[src/inc/clk_src_pkg.sv]
// Purpose: Shared constants and types for the sample clock source control block.
// Assumes: A 40 MHz core clock and a simple word-wide register port.
// Notes: Register addresses are the printed register numbers.
package clk_src_pkg;
	localparam int ADDR_W = 20;
	localparam int DATA_W = 32;

	localparam logic [ADDR_W-1:0] ADDR_REQ_RATE = 20'h04E20;
	localparam logic [ADDR_W-1:0] ADDR_CLK_OUT_EN = 20'h04E8E;
	localparam logic [ADDR_W-1:0] ADDR_TERM = 20'h04E98;
	localparam logic [ADDR_W-1:0] ADDR_REF_FREQ = 20'h04EAC;
	localparam logic [ADDR_W-1:0] ADDR_CLK_SRC = 20'h04EE8;
	localparam logic [ADDR_W-1:0] ADDR_RATIO = 20'h30DBB;

	// Mode codes of the source selection field.
	localparam logic [DATA_W-1:0] MODE_INT_PLL = 32'h00000001;
	localparam logic [DATA_W-1:0] MODE_DIRECT_EXT = 32'h00000008;
	localparam logic [DATA_W-1:0] MODE_PLL_EXT_REF = 32'h00000020;

	localparam logic [DATA_W-1:0] REF_MIN_HZ = 32'h000F4240;
	localparam logic [DATA_W-1:0] REF_MAX_HZ = 32'h07735940;
	localparam logic [DATA_W-1:0] REF_RESET_HZ = 32'h00989680;
	localparam logic [DATA_W-1:0] RATE_RESET_HZ = 32'h00989680;
	localparam logic [DATA_W-1:0] CONV_MIN_HZ = 32'h000F4240;
	localparam logic [DATA_W-1:0] RATIO_ONE = 32'h00000001;
	localparam logic [DATA_W-1:0] DATA_ZERO = 32'h00000000;
	localparam int RATIO_STEPS = 11;

	// Lock wait limit and its derived cycle count.
	localparam int CORE_CLK_MHZ = 40;
	localparam int LOCK_TIMEOUT_US = 100;
	localparam int LOCK_TIMEOUT_CYC = LOCK_TIMEOUT_US * CORE_CLK_MHZ;
	localparam int LOCK_CNT_W = 13;

	typedef enum logic [2:0] {
		PLL_IDLE = 3'b001,
		PLL_LOAD = 3'b010,
		PLL_WAIT_LOCK = 3'b100
	} pll_state_e;
endpackage

[src/hdl/converter_ratio_calc.sv]
// Purpose: Chooses the converter to sample clock ratio from the requested rate.
// Assumes: Ratio is the smallest power of two, at most 2048, lifting the rate to the converter minimum.
// Notes: Result is registered and follows a new rate after one clock.
`timescale 1ns/10ps
module converter_ratio_calc import clk_src_pkg::*; #(
	parameter logic [DATA_W-1:0] MIN_HZ = CONV_MIN_HZ
) (
	input wire logic core_clk_in,
	input wire logic resetn_in,
	input wire logic [DATA_W-1:0] rate_in,
	output logic [DATA_W-1:0] ratio_out
);
	logic [DATA_W-1:0] ratio_nxt;

	always_comb begin
		ratio_nxt = RATIO_ONE;
		for (int i = 0; i < RATIO_STEPS; i++) begin
			if (({32'h00000000, rate_in} << i) < {32'h00000000, MIN_HZ}) begin
				ratio_nxt = RATIO_ONE << (i + 1);
			end
		end
	end

	always_ff @(posedge core_clk_in or negedge resetn_in) begin
		if (!resetn_in) begin
			ratio_out <= RATIO_ONE;
		end else begin
			ratio_out <= ratio_nxt;
		end
	end

	chk_ratio_one_fast: assert property (@(posedge core_clk_in) disable iff (!resetn_in)
		(rate_in >= MIN_HZ) |=> (ratio_out == RATIO_ONE))
		else $error("ratio not one for a rate at or above the converter minimum");
endmodule // converter_ratio_calc

[src/hdl/sample_clock_source_control.sv]
// Purpose: Sample clock source selection, reference PLL control and oversampling.
// Assumes: Clock levels arriving from pins are slow enough to be sampled at 40 MHz.
// Notes: Registers sit at their printed numbers on a simple word port.
// Notes on behaviour
// Code 32 selects the internal PLL locked to the external reference.
// Code 8 uses the connector clock directly, PLL bypassed.
// In reference mode the PLL input comes from the connector, not the oscillator.
// Reference frequency is read and written in hertz, 1 MHz to 125 MHz.
// Software programs the reference equal to the clock actually supplied.
// Software writes the reference before the requested rate.
// Each rate write reprograms the PLL toward that rate; not every rate is exact.
// Termination bit set switches 50 Ohm onto the clock input, else high impedance.
// Termination acts only while the connector is an input.
// Low internal rates run the converter faster and the digital part slower.
// Read-only ratio reports converter to sample clock ratio, 1 when inactive.
// The ratio is chosen inside; writes never change it.
// Clock output drives the real converter clock, rate times ratio.
// Pipeline latency compensation runs only while oversampling is inactive.
// Timestamp advances on converter clock edges, not on the sample rate.
// Source field holds one valid code; the last valid write wins.
`timescale 1ns/10ps
module sample_clock_source_control import clk_src_pkg::*; #(
	parameter int TS_W = 48
) (
	input wire logic core_clk_in,
	input wire logic resetn_in,
	input wire logic [ADDR_W-1:0] reg_addr_in,
	input wire logic reg_wr_in,
	input wire logic reg_rd_in,
	input wire logic [DATA_W-1:0] reg_wdata_in,
	output logic [DATA_W-1:0] reg_rdata_out,
	output logic reg_ack_out,
	input wire logic pll_clk_in,
	input wire logic pll_lock_in,
	input wire logic ext_clk_conn_in,
	output logic ext_clk_conn_out,
	output logic ext_clk_conn_oe_out,
	output logic term_50ohm_on_out,
	output logic pll_enable_out,
	output logic pll_ref_ext_sel_out,
	output logic pll_bypass_out,
	output logic [DATA_W-1:0] pll_ref_hz_out,
	output logic [DATA_W-1:0] pll_target_hz_out,
	output logic pll_load_out,
	output logic pll_locked_out,
	output logic pll_lock_timeout_out,
	output logic sample_tick_out,
	output logic latency_comp_en_out,
	output logic [TS_W-1:0] timestamp_out
);
	logic [DATA_W-1:0] clk_src_r;
	logic [DATA_W-1:0] ref_freq_r;
	logic [DATA_W-1:0] req_rate_r;
	logic term_r;
	logic clk_out_en_r;
	logic [DATA_W-1:0] ratio;
	logic mode_direct;
	logic mode_ext_ref;
	logic mode_int;
	logic wr_rate;
	logic pll_s1_r, pll_s2_r, ext_s1_r, ext_s2_r, lock_s1_r, lock_s2_r;
	logic conv_lvl;
	logic conv_lvl_d_r;
	logic conv_edge;
	logic [DATA_W-1:0] div_cnt_r;
	pll_state_e pll_state_r;
	logic [LOCK_CNT_W-1:0] lock_cnt_r;
	logic [63:0] target_full;

	assign mode_direct = (clk_src_r == MODE_DIRECT_EXT);
	assign mode_ext_ref = (clk_src_r == MODE_PLL_EXT_REF);
	assign mode_int = (clk_src_r == MODE_INT_PLL);
	assign wr_rate = reg_wr_in && (reg_addr_in == ADDR_REQ_RATE);

	// Register writes; the ratio address is read only and takes no write.
	always_ff @(posedge core_clk_in or negedge resetn_in) begin
		if (!resetn_in) begin
			clk_src_r <= MODE_INT_PLL;
			ref_freq_r <= REF_RESET_HZ;
			req_rate_r <= RATE_RESET_HZ;
			term_r <= 1'b0;
			clk_out_en_r <= 1'b0;
		end else if (reg_wr_in) begin
			case (reg_addr_in)
				ADDR_CLK_SRC: begin
					if (reg_wdata_in == MODE_INT_PLL || reg_wdata_in == MODE_DIRECT_EXT ||
						reg_wdata_in == MODE_PLL_EXT_REF) begin
						clk_src_r <= reg_wdata_in;
					end
				end
				ADDR_REF_FREQ: begin
					if (reg_wdata_in >= REF_MIN_HZ && reg_wdata_in <= REF_MAX_HZ) begin
						ref_freq_r <= reg_wdata_in;
					end
				end
				ADDR_REQ_RATE: req_rate_r <= reg_wdata_in;
				ADDR_TERM: term_r <= reg_wdata_in[0];
				ADDR_CLK_OUT_EN: clk_out_en_r <= reg_wdata_in[0];
				default: begin
				end
			endcase
		end
	end

	// Registered read port; unmapped addresses read zero.
	always_ff @(posedge core_clk_in or negedge resetn_in) begin
		if (!resetn_in) begin
			reg_rdata_out <= DATA_ZERO;
			reg_ack_out <= 1'b0;
		end else begin
			reg_ack_out <= reg_rd_in || reg_wr_in;
			if (reg_rd_in) begin
				case (reg_addr_in)
					ADDR_CLK_SRC: reg_rdata_out <= clk_src_r;
					ADDR_REF_FREQ: reg_rdata_out <= ref_freq_r;
					ADDR_REQ_RATE: reg_rdata_out <= req_rate_r;
					ADDR_TERM: reg_rdata_out <= {31'h00000000, term_r};
					ADDR_CLK_OUT_EN: reg_rdata_out <= {31'h00000000, clk_out_en_r};
					ADDR_RATIO: reg_rdata_out <= ratio;
					default: reg_rdata_out <= DATA_ZERO;
				endcase
			end
		end
	end

	converter_ratio_calc #(
		.MIN_HZ(CONV_MIN_HZ)
	) u_ratio (
		.core_clk_in(core_clk_in),
		.resetn_in(resetn_in),
		.rate_in(req_rate_r),
		.ratio_out(ratio)
	);

	// Pin synchronisers; only the second stage feeds logic.
	always_ff @(posedge core_clk_in or negedge resetn_in) begin
		if (!resetn_in) begin
			pll_s1_r <= 1'b0;
			pll_s2_r <= 1'b0;
			ext_s1_r <= 1'b0;
			ext_s2_r <= 1'b0;
			lock_s1_r <= 1'b0;
			lock_s2_r <= 1'b0;
		end else begin
			pll_s1_r <= pll_clk_in;
			pll_s2_r <= pll_s1_r;
			ext_s1_r <= ext_clk_conn_in;
			ext_s2_r <= ext_s1_r;
			lock_s1_r <= pll_lock_in;
			lock_s2_r <= lock_s1_r;
		end
	end

	// Converter clock comes from the connector in direct mode, else from the PLL.
	assign conv_lvl = mode_direct ? ext_s2_r : pll_s2_r;
	assign conv_edge = conv_lvl && !conv_lvl_d_r;

	always_ff @(posedge core_clk_in or negedge resetn_in) begin
		if (!resetn_in) begin
			conv_lvl_d_r <= 1'b0;
		end else begin
			conv_lvl_d_r <= conv_lvl;
		end
	end

	// PLL source selection outputs.
	assign pll_enable_out = mode_ext_ref || mode_int;
	assign pll_ref_ext_sel_out = mode_ext_ref;
	assign pll_bypass_out = mode_direct;
	assign term_50ohm_on_out = term_r && (mode_direct || mode_ext_ref);
	assign pll_ref_hz_out = mode_ext_ref ? ref_freq_r : REF_RESET_HZ;

	// PLL target is the converter clock: requested rate times the ratio.
	assign target_full = {32'h00000000, req_rate_r} * {32'h00000000, ratio};

	always_ff @(posedge core_clk_in or negedge resetn_in) begin
		if (!resetn_in) begin
			pll_target_hz_out <= RATE_RESET_HZ;
		end else begin
			pll_target_hz_out <= target_full[DATA_W-1:0];
		end
	end

	// Reprogramming sequence: load after a rate write, or a source write while idle, then wait lock.
	always_ff @(posedge core_clk_in or negedge resetn_in) begin
		if (!resetn_in) begin
			pll_state_r <= PLL_IDLE;
			lock_cnt_r <= '0;
			pll_lock_timeout_out <= 1'b0;
		end else begin
			case (pll_state_r)
				PLL_IDLE: begin
					if (wr_rate || (reg_wr_in && reg_addr_in == ADDR_CLK_SRC)) begin
						pll_state_r <= PLL_LOAD;
					end
				end
				PLL_LOAD: begin
					lock_cnt_r <= '0;
					pll_lock_timeout_out <= 1'b0;
					pll_state_r <= PLL_WAIT_LOCK;
				end
				PLL_WAIT_LOCK: begin
					if (wr_rate) begin
						pll_state_r <= PLL_LOAD;
					end else if (lock_s2_r || mode_direct) begin
						pll_state_r <= PLL_IDLE;
					end else if (lock_cnt_r == LOCK_CNT_W'(LOCK_TIMEOUT_CYC - 1)) begin
						pll_lock_timeout_out <= 1'b1;
						pll_state_r <= PLL_IDLE;
					end else begin
						lock_cnt_r <= lock_cnt_r + 1'b1;
					end
				end
				default: pll_state_r <= PLL_IDLE;
			endcase
		end
	end

	assign pll_load_out = (pll_state_r == PLL_LOAD);
	assign pll_locked_out = lock_s2_r && (pll_state_r == PLL_IDLE) && !mode_direct;

	// Digital sample tick: one per ratio converter edges.
	always_ff @(posedge core_clk_in or negedge resetn_in) begin
		if (!resetn_in) begin
			div_cnt_r <= DATA_ZERO;
			sample_tick_out <= 1'b0;
		end else begin
			sample_tick_out <= 1'b0;
			if (conv_edge) begin
				if (div_cnt_r >= ratio - RATIO_ONE) begin
					div_cnt_r <= DATA_ZERO;
					sample_tick_out <= 1'b1;
				end else begin
					div_cnt_r <= div_cnt_r + RATIO_ONE;
				end
			end
		end
	end

	// Timestamp counts converter edges.
	always_ff @(posedge core_clk_in or negedge resetn_in) begin
		if (!resetn_in) begin
			timestamp_out <= '0;
		end else if (conv_edge) begin
			timestamp_out <= timestamp_out + 1'b1;
		end
	end

	// Compensation is lost while oversampling.
	always_ff @(posedge core_clk_in or negedge resetn_in) begin
		if (!resetn_in) begin
			latency_comp_en_out <= 1'b1;
		end else begin
			latency_comp_en_out <= (ratio == RATIO_ONE);
		end
	end

	// Clock output only with internal clocking; it carries the undivided clock.
	always_ff @(posedge core_clk_in or negedge resetn_in) begin
		if (!resetn_in) begin
			ext_clk_conn_out <= 1'b0;
			ext_clk_conn_oe_out <= 1'b0;
		end else begin
			ext_clk_conn_out <= pll_s2_r;
			ext_clk_conn_oe_out <= clk_out_en_r && mode_int;
		end
	end

	chk_src_valid_code: assert property (@(posedge core_clk_in) disable iff (!resetn_in)
		mode_int || mode_direct || mode_ext_ref)
		else $error("source field holds an invalid code");
	chk_ext_ref_path: assert property (@(posedge core_clk_in) disable iff (!resetn_in)
		mode_ext_ref |-> pll_enable_out && pll_ref_ext_sel_out && !pll_bypass_out)
		else $error("reference mode does not route connector to PLL");
	chk_direct_bypass: assert property (@(posedge core_clk_in) disable iff (!resetn_in)
		mode_direct |-> pll_bypass_out && !pll_enable_out && !pll_ref_ext_sel_out)
		else $error("direct mode does not bypass the PLL");
	chk_ref_in_range: assert property (@(posedge core_clk_in) disable iff (!resetn_in)
		reg_wr_in && reg_addr_in == ADDR_REF_FREQ && reg_wdata_in > REF_MAX_HZ
		|=> $stable(ref_freq_r))
		else $error("out of range reference accepted");
	chk_term_gated: assert property (@(posedge core_clk_in) disable iff (!resetn_in)
		term_50ohm_on_out |-> term_r && !mode_int)
		else $error("termination on while connector not an input");
	chk_ratio_readonly: assert property (@(posedge core_clk_in) disable iff (!resetn_in)
		reg_wr_in && reg_addr_in == ADDR_RATIO && $stable(req_rate_r) |=> $stable(ratio))
		else $error("write changed the ratio");
	chk_rate_loads_pll: assert property (@(posedge core_clk_in) disable iff (!resetn_in)
		wr_rate |=> pll_load_out ##1 (pll_state_r == PLL_WAIT_LOCK))
		else $error("rate write did not reprogram the PLL");
	chk_ts_on_edge: assert property (@(posedge core_clk_in) disable iff (!resetn_in)
		conv_edge |=> timestamp_out == $past(timestamp_out) + 1'b1)
		else $error("timestamp missed a converter edge");
	chk_comp_off: assert property (@(posedge core_clk_in) disable iff (!resetn_in)
		ratio != RATIO_ONE |=> !latency_comp_en_out)
		else $error("compensation on while oversampling");
	chk_clk_out_int: assert property (@(posedge core_clk_in) disable iff (!resetn_in)
		ext_clk_conn_oe_out |-> $past(mode_int) && $past(clk_out_en_r))
		else $error("clock driven out without internal clocking");
	chk_tick_from_edge: assert property (@(posedge core_clk_in) disable iff (!resetn_in)
		sample_tick_out |-> $past(conv_edge))
		else $error("sample tick without converter edge");
endmodule // sample_clock_source_control

[config.mk]
export PLATFORM = sky130hd
export DESIGN_NAME = sample_clock_source_control
export DESIGN_NICKNAME = d
export VERILOG_FILES = /design/src/inc/clk_src_pkg.sv /design/src/hdl/converter_ratio_calc.sv /design/src/hdl/sample_clock_source_control.sv
export SDC_FILE = /design/constraint.sdc
export NUM_CORES = 1
export LEC_CHECK = 0
export BUFFER_PORTS_ARGS = -buffer_cell sky130_fd_sc_hd__buf_2
export CORE_ASPECT_RATIO = 1.1
export CORE_MARGIN = 8
export CORE_UTILIZATION = 25
export CTS_CLUSTER_DIAMETER = 100
export DETAILED_ROUTE_END_ITERATION = 16
export HOLD_SLACK_MARGIN = 0.02
export MAX_ROUTING_LAYER = met4
export PLACE_DENSITY = 0.41
export SETUP_SLACK_MARGIN = 0.1
export SLEW_MARGIN = 20
export SYNTH_ARGS = -nofsm -noshare
export SYNTH_HDL_FRONTEND = slang
export SYNTH_SLANG_ARGS = --single-unit
[constraint.sdc]
create_clock -name core_clk_in -period 7.7 [get_ports core_clk_in]
set_clock_uncertainty 0.05 [all_clocks]
set_input_delay 1.155 -clock core_clk_in [delete_from_list [all_inputs] [get_ports core_clk_in]]
set_output_delay 1.155 -clock core_clk_in [all_outputs]
set_load 0.005 [all_outputs]
After elaboration in Yosys (flattened, before gate mapping)
Index checks and enable logic that the tools add are counted.
Cells by class
  reduce and logical (&&, ||, !) cells: 26
  magnitude comparators: 14
  add/sub/neg operators: 4
  eq/ne operators: 23
  multiplexer cells: 30
  multiply operators: 1
Operators with widths (number)
  32-bit 2-to-1 mux: 12
  32-bit case mux with 6 select lines: 1
  20-bit by 15-bit == test with 1-bit output, second input constant: 5
  32-bit by 1-bit == test with 1-bit output, second input constant: 3
  32-bit by 4-bit == test with 1-bit output, second input constant: 2
  32-bit by 6-bit == test with 1-bit output, second input constant: 2
  48-bit by 1-bit adder with 48-bit output, second input constant: 1
  42-bit by 20-bit less-than comparator with 1-bit output, second input constant: 1
  41-bit by 20-bit less-than comparator with 1-bit output, second input constant: 1
  40-bit by 20-bit less-than comparator with 1-bit output, second input constant: 1
  39-bit by 20-bit less-than comparator with 1-bit output, second input constant: 1
  13-bit 2-to-1 mux: 3
  38-bit by 20-bit less-than comparator with 1-bit output, second input constant: 1
  37-bit by 20-bit less-than comparator with 1-bit output, second input constant: 1
  36-bit by 20-bit less-than comparator with 1-bit output, second input constant: 1
  35-bit by 20-bit less-than comparator with 1-bit output, second input constant: 1
  34-bit by 20-bit less-than comparator with 1-bit output, second input constant: 1
  33-bit by 20-bit less-than comparator with 1-bit output, second input constant: 1
  32-bit by 1-bit adder with 32-bit output, second input constant: 1
  32-bit by 20-bit >= comparator with 1-bit output, second input constant: 1
  32-bit >= comparator: 1
  32-bit by 27-bit less-or-equal comparator with 1-bit output, second input constant: 1
  32-bit by 20-bit less-than comparator with 1-bit output, second input constant: 1
  32-bit by 32-bit multiplier with 32-bit output: 1
  22 further kinds: 53
Word-level totals
  output and inout bits: 156
  register bits: 303
  logic and storage cells: 123
  input port bits: 59

Depth between registers and ports, before layout
  depth after elaboration: 12
  mapped depth: 25
  gate-level depth less buffers: 23

Cells and area by module
Synthesis repeated with hierarchy kept, for this count alone.
Second synthesis, totals
  cells, all modules: 3090
  area total of the unflattened synthesis: 29692.2 µm²
By module, submodules not included
  sample_clock_source_control: seq. area each 6815.3 µm², cells an instance 2963, area each 28645.0 µm², instances 1
  converter_ratio_calc: seq. area each 301.5 µm², cells an instance 127, area each 1047.3 µm², instances 1

Worst setup path after synthesis
No wires, ideal clock.
  path type: register to register
  start point: reg req_rate_r[9]
  end point: reg pll_target_hz_out[31]
  period minus slack after synthesis: 7060 ps
  stages on the path, launching flop included: 25
  data required time: 7570 ps
  buffers on the path: 2
  library setup time: 80 ps
  path slack: 640 ps
  arrival: 6930 ps
  cells stage by stage: dfstp_2 clkbuf_1 clkbuf_1 and2_1 fa_1 fa_1 fa_1 inv_1 fa_1 inv_1 ha_1 ha_1 fa_1 inv_1 fa_1 inv_1 ha_1 a21o_1 a2111oi_2 a22o_1 o211ai_1 a2111oi_0 o21bai_1 a21oi_1 xnor2_1
Between the ends
  longest elaborated chain between the ends: 1
RTL lines
  start, declared: line sample_clock_source_control.sv:53  | logic [DATA_W-1:0] req_rate_r;
  start signal, assigned: line sample_clock_source_control.sv:96  | ADDR_REQ_RATE: req_rate_r <= reg_wdata_in;
  32-bit by 32-bit multiplier with 32-bit output: line sample_clock_source_control.sv:174  | assign target_full = {32'h00000000, req_rate_r} * {32'h00000000, ratio};
  net target_full[31]: line sample_clock_source_control.sv:68  | logic [63:0] target_full;
  end signal, assigned: line sample_clock_source_control.sv:180  | pll_target_hz_out <= target_full[DATA_W-1:0];
  end, declared: line sample_clock_source_control.sv:43  | output logic [DATA_W-1:0] pll_target_hz_out,
The timed path passes the listed nets, and every way through them passes these cells.
A chain may end at the register's enable or synchronous reset.

Worst setup path in the final report
  start point: reg u_ratio.ratio_out[4]
  end point: reg pll_target_hz_out[28]
Between the ends
  longest elaborated chain between the ends: 1
RTL lines
  start, declared: line converter_ratio_calc.sv:11  | output logic [DATA_W-1:0] ratio_out
  start signal, assigned: line converter_ratio_calc.sv:28  | ratio_out <= ratio_nxt;
  32-bit by 32-bit multiplier with 32-bit output: line sample_clock_source_control.sv:174
  net target_full[28]: line sample_clock_source_control.sv:68
The timed path passes the listed nets, and every way through them passes these cells.

==> results.py <==
metrics = {
    "status": {
        "run_status": "complete, no violations",
    },
    "hold_path": {
        "hp-class": "reg2reg",
        "holdPathEnd": "ext_s2_r$_DFF_PN0_",
        "min-delay-start": "ext_s1_r$_DFF_PN0_",
        "hold_depth": 0,
    },
    "drt": {
        "drt-total-wl_mm": 72.92,
        "drc_errors": 0,
        "wire_per_inst_um": 18.98,
        "first_iter_violations": 912,
        "drtAntennaViolNets": 0,
        "via_per_inst": 4.530,
        "dr.pass1.iters": 7,
        "num_vias": 17403,
    },
    "synth": {
        "synthesis.area_um2": 23630,
        "synth.area.top_cells": "dfrtp_1, fa_1, ha_1, and2_1, inv_1",
        "async_flop_share_pct": 100.0,
        "syn_inst": 2383,
        "ys_seq_area_share_pct": 30.11,
        "synth_flop_cell": "dfrtp_1",
        "yosys_warnings": 0,
        "synthesis.nets": 2837,
        "synth.top_cell.area_share_pct": 27.00,
        "synth_commonest_cells": "inv_1, and2_1, dfrtp_1",
        "synth_edf_count": 0,
        "yosysMostFrequentCell": "inv_1",
        "ys_ff_latch": 283,
        "ys_types": 73,
        "avgSynthCellArea_um2": 9.918,
        "synth_top_cell_by_area": "dfrtp_1",
    },
    "worst_setup_path": {
        "worstSetupStartpointType": "flop",
        "path_cells": "buf_4 -> and2_1 -> fa_1 -> inv_1 -> fa_1 -> fa_1 -> fa_1 -> inv_1 -> ha_1 -> ha_1 -> fa_1 -> inv_1 -> fa_1 -> inv_1 -> ha_1 -> a21o_1 -> a211oi_1 -> o21bai_1 -> a21o_1 -> a21o_1 -> o31ai_1 -> nor3b_1 -> xnor2_1",
        "reg2reg_slack_ns": 0.52,
        "path_max_fanout": 20,
        "rr_endpoint": "pll_target_hz_out[28]$_DFF_PN0_",
        "cpMostUsedCell": "fa_1",
        "worst-endpoint-required_ns": 8.12,
        "end_kind": "flop",
        "critPathSlowestCell": "fa_1",
        "ff2ff_path_depth": 23,
        "r2r_start": "u_ratio.ratio_out[4]$_DFF_PN0_",
        "path_class": "reg2reg",
        "slowest_delay_ns": 0.55,
        "cp.arrival_ns": 7.60,
    },
    "clock_tree": {
        "clock_path_buffers": 3,
        "clk_pin_slew_ns": 0.06,
        "cts_tree": "yes",
        "cts_hold_buf": 0,
        "clk_latency_ns": 0.57,
        "cts_resized": 0,
        "numCtsBuffers": 37,
        "cts_setup_buffers": 0,
        "cts.sinks": 283,
        "cts_max_level": 2,
        "root_buffer": "clkbuf_16",
    },
    "floorplanning": {
        "core_um2": 93900,
        "num_rows": 118,
        "dieArea_um2": 104600,
        "dieWidth_um": 309.2,
        "initial_core_util_pct": 25.17,
        "die_h_um": 338.5,
        "io_pins": 215,
    },
    "sta": {
        "finalHoldViolations": 0,
        "rsz0062_at_grt": "no",
        "period_minus_slack_ns": 7.182,
        "drv_slew": 0,
        "fin_crit_sh_pct": 93.27,
        "worstMarginPinSlew_ns": 1.134,
        "fmax_mhz": 139.2,
        "tns_ns": 0,
        "slew_headroom_pct": 24.42,
        "setup_violations": 0,
    },
    "global_routing": {
        "antenna_found_initial": 1,
        "first_global_vias": 18686,
        "grt_use_total_pct": 14.25,
        "grt_max_degree": 155,
        "grt_pass1_wl_mm": 114.7,
        "grt_overflow": 0,
    },
    "final_layout": {
        "antennaDiodeCount": 0,
        "nNetsFinal": 3008,
        "layout.cells.non_filler": 3842,
        "area_growth_pct": 16.41,
        "drive_gt1_share_pct": 17.78,
        "nFillCells": 10003,
        "regArea_um2": 7126,
        "multiInputGateArea_um2": 14980,
    },
    "power": {
        "p_leak_nw": 13.76,
        "p_per_area_nw_per_um2": 132.0,
        "peakVddDrop_uv": 115.6,
        "power.total_mw": 3.630,
    },
    "place": {
        "io_buffers": 214,
        "place_inst": 3775,
        "gp_congestion": 0.8260,
        "hpwl_mm": 55.82,
    },
    "flow_run": {
        "drv_cap": 0,
    },
}
power by group:
| group | internal, mW | leakage [nW] | switching (mW) |
|---|---|---|---|
| logic | 0.0677 | 9.34 | 0.113 |
| registers | 1.53 | 3.76 | 0.0407 |
| clock network | 1.17 | 0.665 | 0.710 |
worst max-delay path by stage:
stage,start,to,slack [ns],cells after the start
2_1_floorplan,req_rate_r[9]$_DFFE_PN1P_,pll_target_hz_out[31]$_DFF_PN0_,0.64,24
3_3_place_gp,req_rate_r[10]$_DFFE_PN1P_,pll_target_hz_out[31]$_DFF_PN0_,0.37,22
3_5_place_dp,req_rate_r[10]$_DFFE_PN1P_,pll_target_hz_out[31]$_DFF_PN0_,0.36,22
4_1_cts,req_rate_r[10]$_DFFE_PN1P_,pll_target_hz_out[31]$_DFF_PN0_,0.33,22
5_1_grt,u_ratio.ratio_out[4]$_DFF_PN0_,pll_target_hz_out[28]$_DFF_PN0_,0.10,23
6_report,u_ratio.ratio_out[4]$_DFF_PN0_,pll_target_hz_out[28]$_DFF_PN0_,0.52,23
cell type report:
cell class | instances | area share (%)
flip-flops and latches | 283 | 25.90
well taps | 1260 | 5.730
clock inverters | 16 | 0.8595
repair buffers | 259 | 5.216
clock buffers | 51 | 3.997
multi-input cells | 1692 | 54.46
inverters | 281 | 3.834
registers in the layout, indices dropped and copies added, names as in the netlist, 3 cells and up:
| signal | flops |
|---|---|
| timestamp_out | 48 |
| clk_src_r | 32 |
| div_cnt_r | 32 |
| pll_target_hz_out | 32 |
| ref_freq_r | 32 |
| reg_rdata_out | 32 |
| req_rate_r | 32 |
| lock_cnt_r | 13 |
| u_ratio.ratio_out | 12 |
| pll_state_r | 3 |
critical path: cells and delay by family, from the launching register on:
family                     cells  cell delay [ns]
AOI/OAI and AO/OA              6             1.33
xor gates and xnor gates       1             0.15
adders and majority gates      9             4.12
buffers and inverters          5             0.44
DFF                            1             0.50
and+or+nand+nor                2             0.46
stage by stage:
step / utilization, % / cell area (µm²) / setup WS [ns] / hold slack, ns
after floorplan: - / 23630 / 0.6405 / 0.2812
after global placement: 27.86 / 26160 / 0.3664 / 0.2824
after detailed placement: 27.86 / 26160 / 0.3592 / 0.2871
after CTS: 29.29 / 27500 / 0.3308 / 0.2965
after global routing: 29.30 / 27510 / 0.1005 / 0.3040
final: 29.30 / 27510 / 0.5183 / 0.2950
layer usage:
metal | vias up | part of all wire, % | GRT usage (%)
met3 | 73 | 3.2 | 1.586
met5 | - | 0 | -
met2 | 382 | 48 | 23.04
li1 | 8154 | - | -
met1 | 8794 | 47 | 19.06
met4 | 0 | 2.1 | 3.474
layout by cell type (no fill, tap or decap), types with 8 or more instances in the layout:
master,Yosys,layout
inv_1,281,281
and2_1,271,271
dfrtp_1,255,251
fa_1,235,235
buf_2,13,213
nand2_1,191,191
ha_1,160,160
nor2_1,128,128
xnor2_1,87,87
mux2_2,64,64
xor2_1,58,58
a21oi_1,54,54
nand3_1,48,47
nand4_1,44,44
buf_4,1,43
clkbuf_16,0,38
a21o_1,32,32
a222oi_1,31,31
nor4_1,30,29
o21ai_0,28,28
and3_1,27,27
dfstp_2,28,27
nor3_1,27,26
a31oi_1,20,19
nand2b_1,15,15
nor2b_1,14,14
clkbuf_8,0,10
o21a_1,9,9
a211oi_1,8,8
and4_1,8,8
nand3_2,7,8
nor2_2,8,8
kinds of logic (layout without fill, tap and decap cells):
kind of cell             count (synthesis)  after routing  synth area share [%]
AO/OA/AOI/OAI                          219            219                 6.517
XOR/XNOR                               145            145                 5.374
adder cells (fa/ha/maj)                395            395                 28.38
buffers and inverters                  408            607                 6.697
flip-flops                             283            283                 30.11
multiplexers                            69             69                 3.261
AND/OR/NAND/NOR                        864            864                 19.66
(Power assumes the default switching activity.)
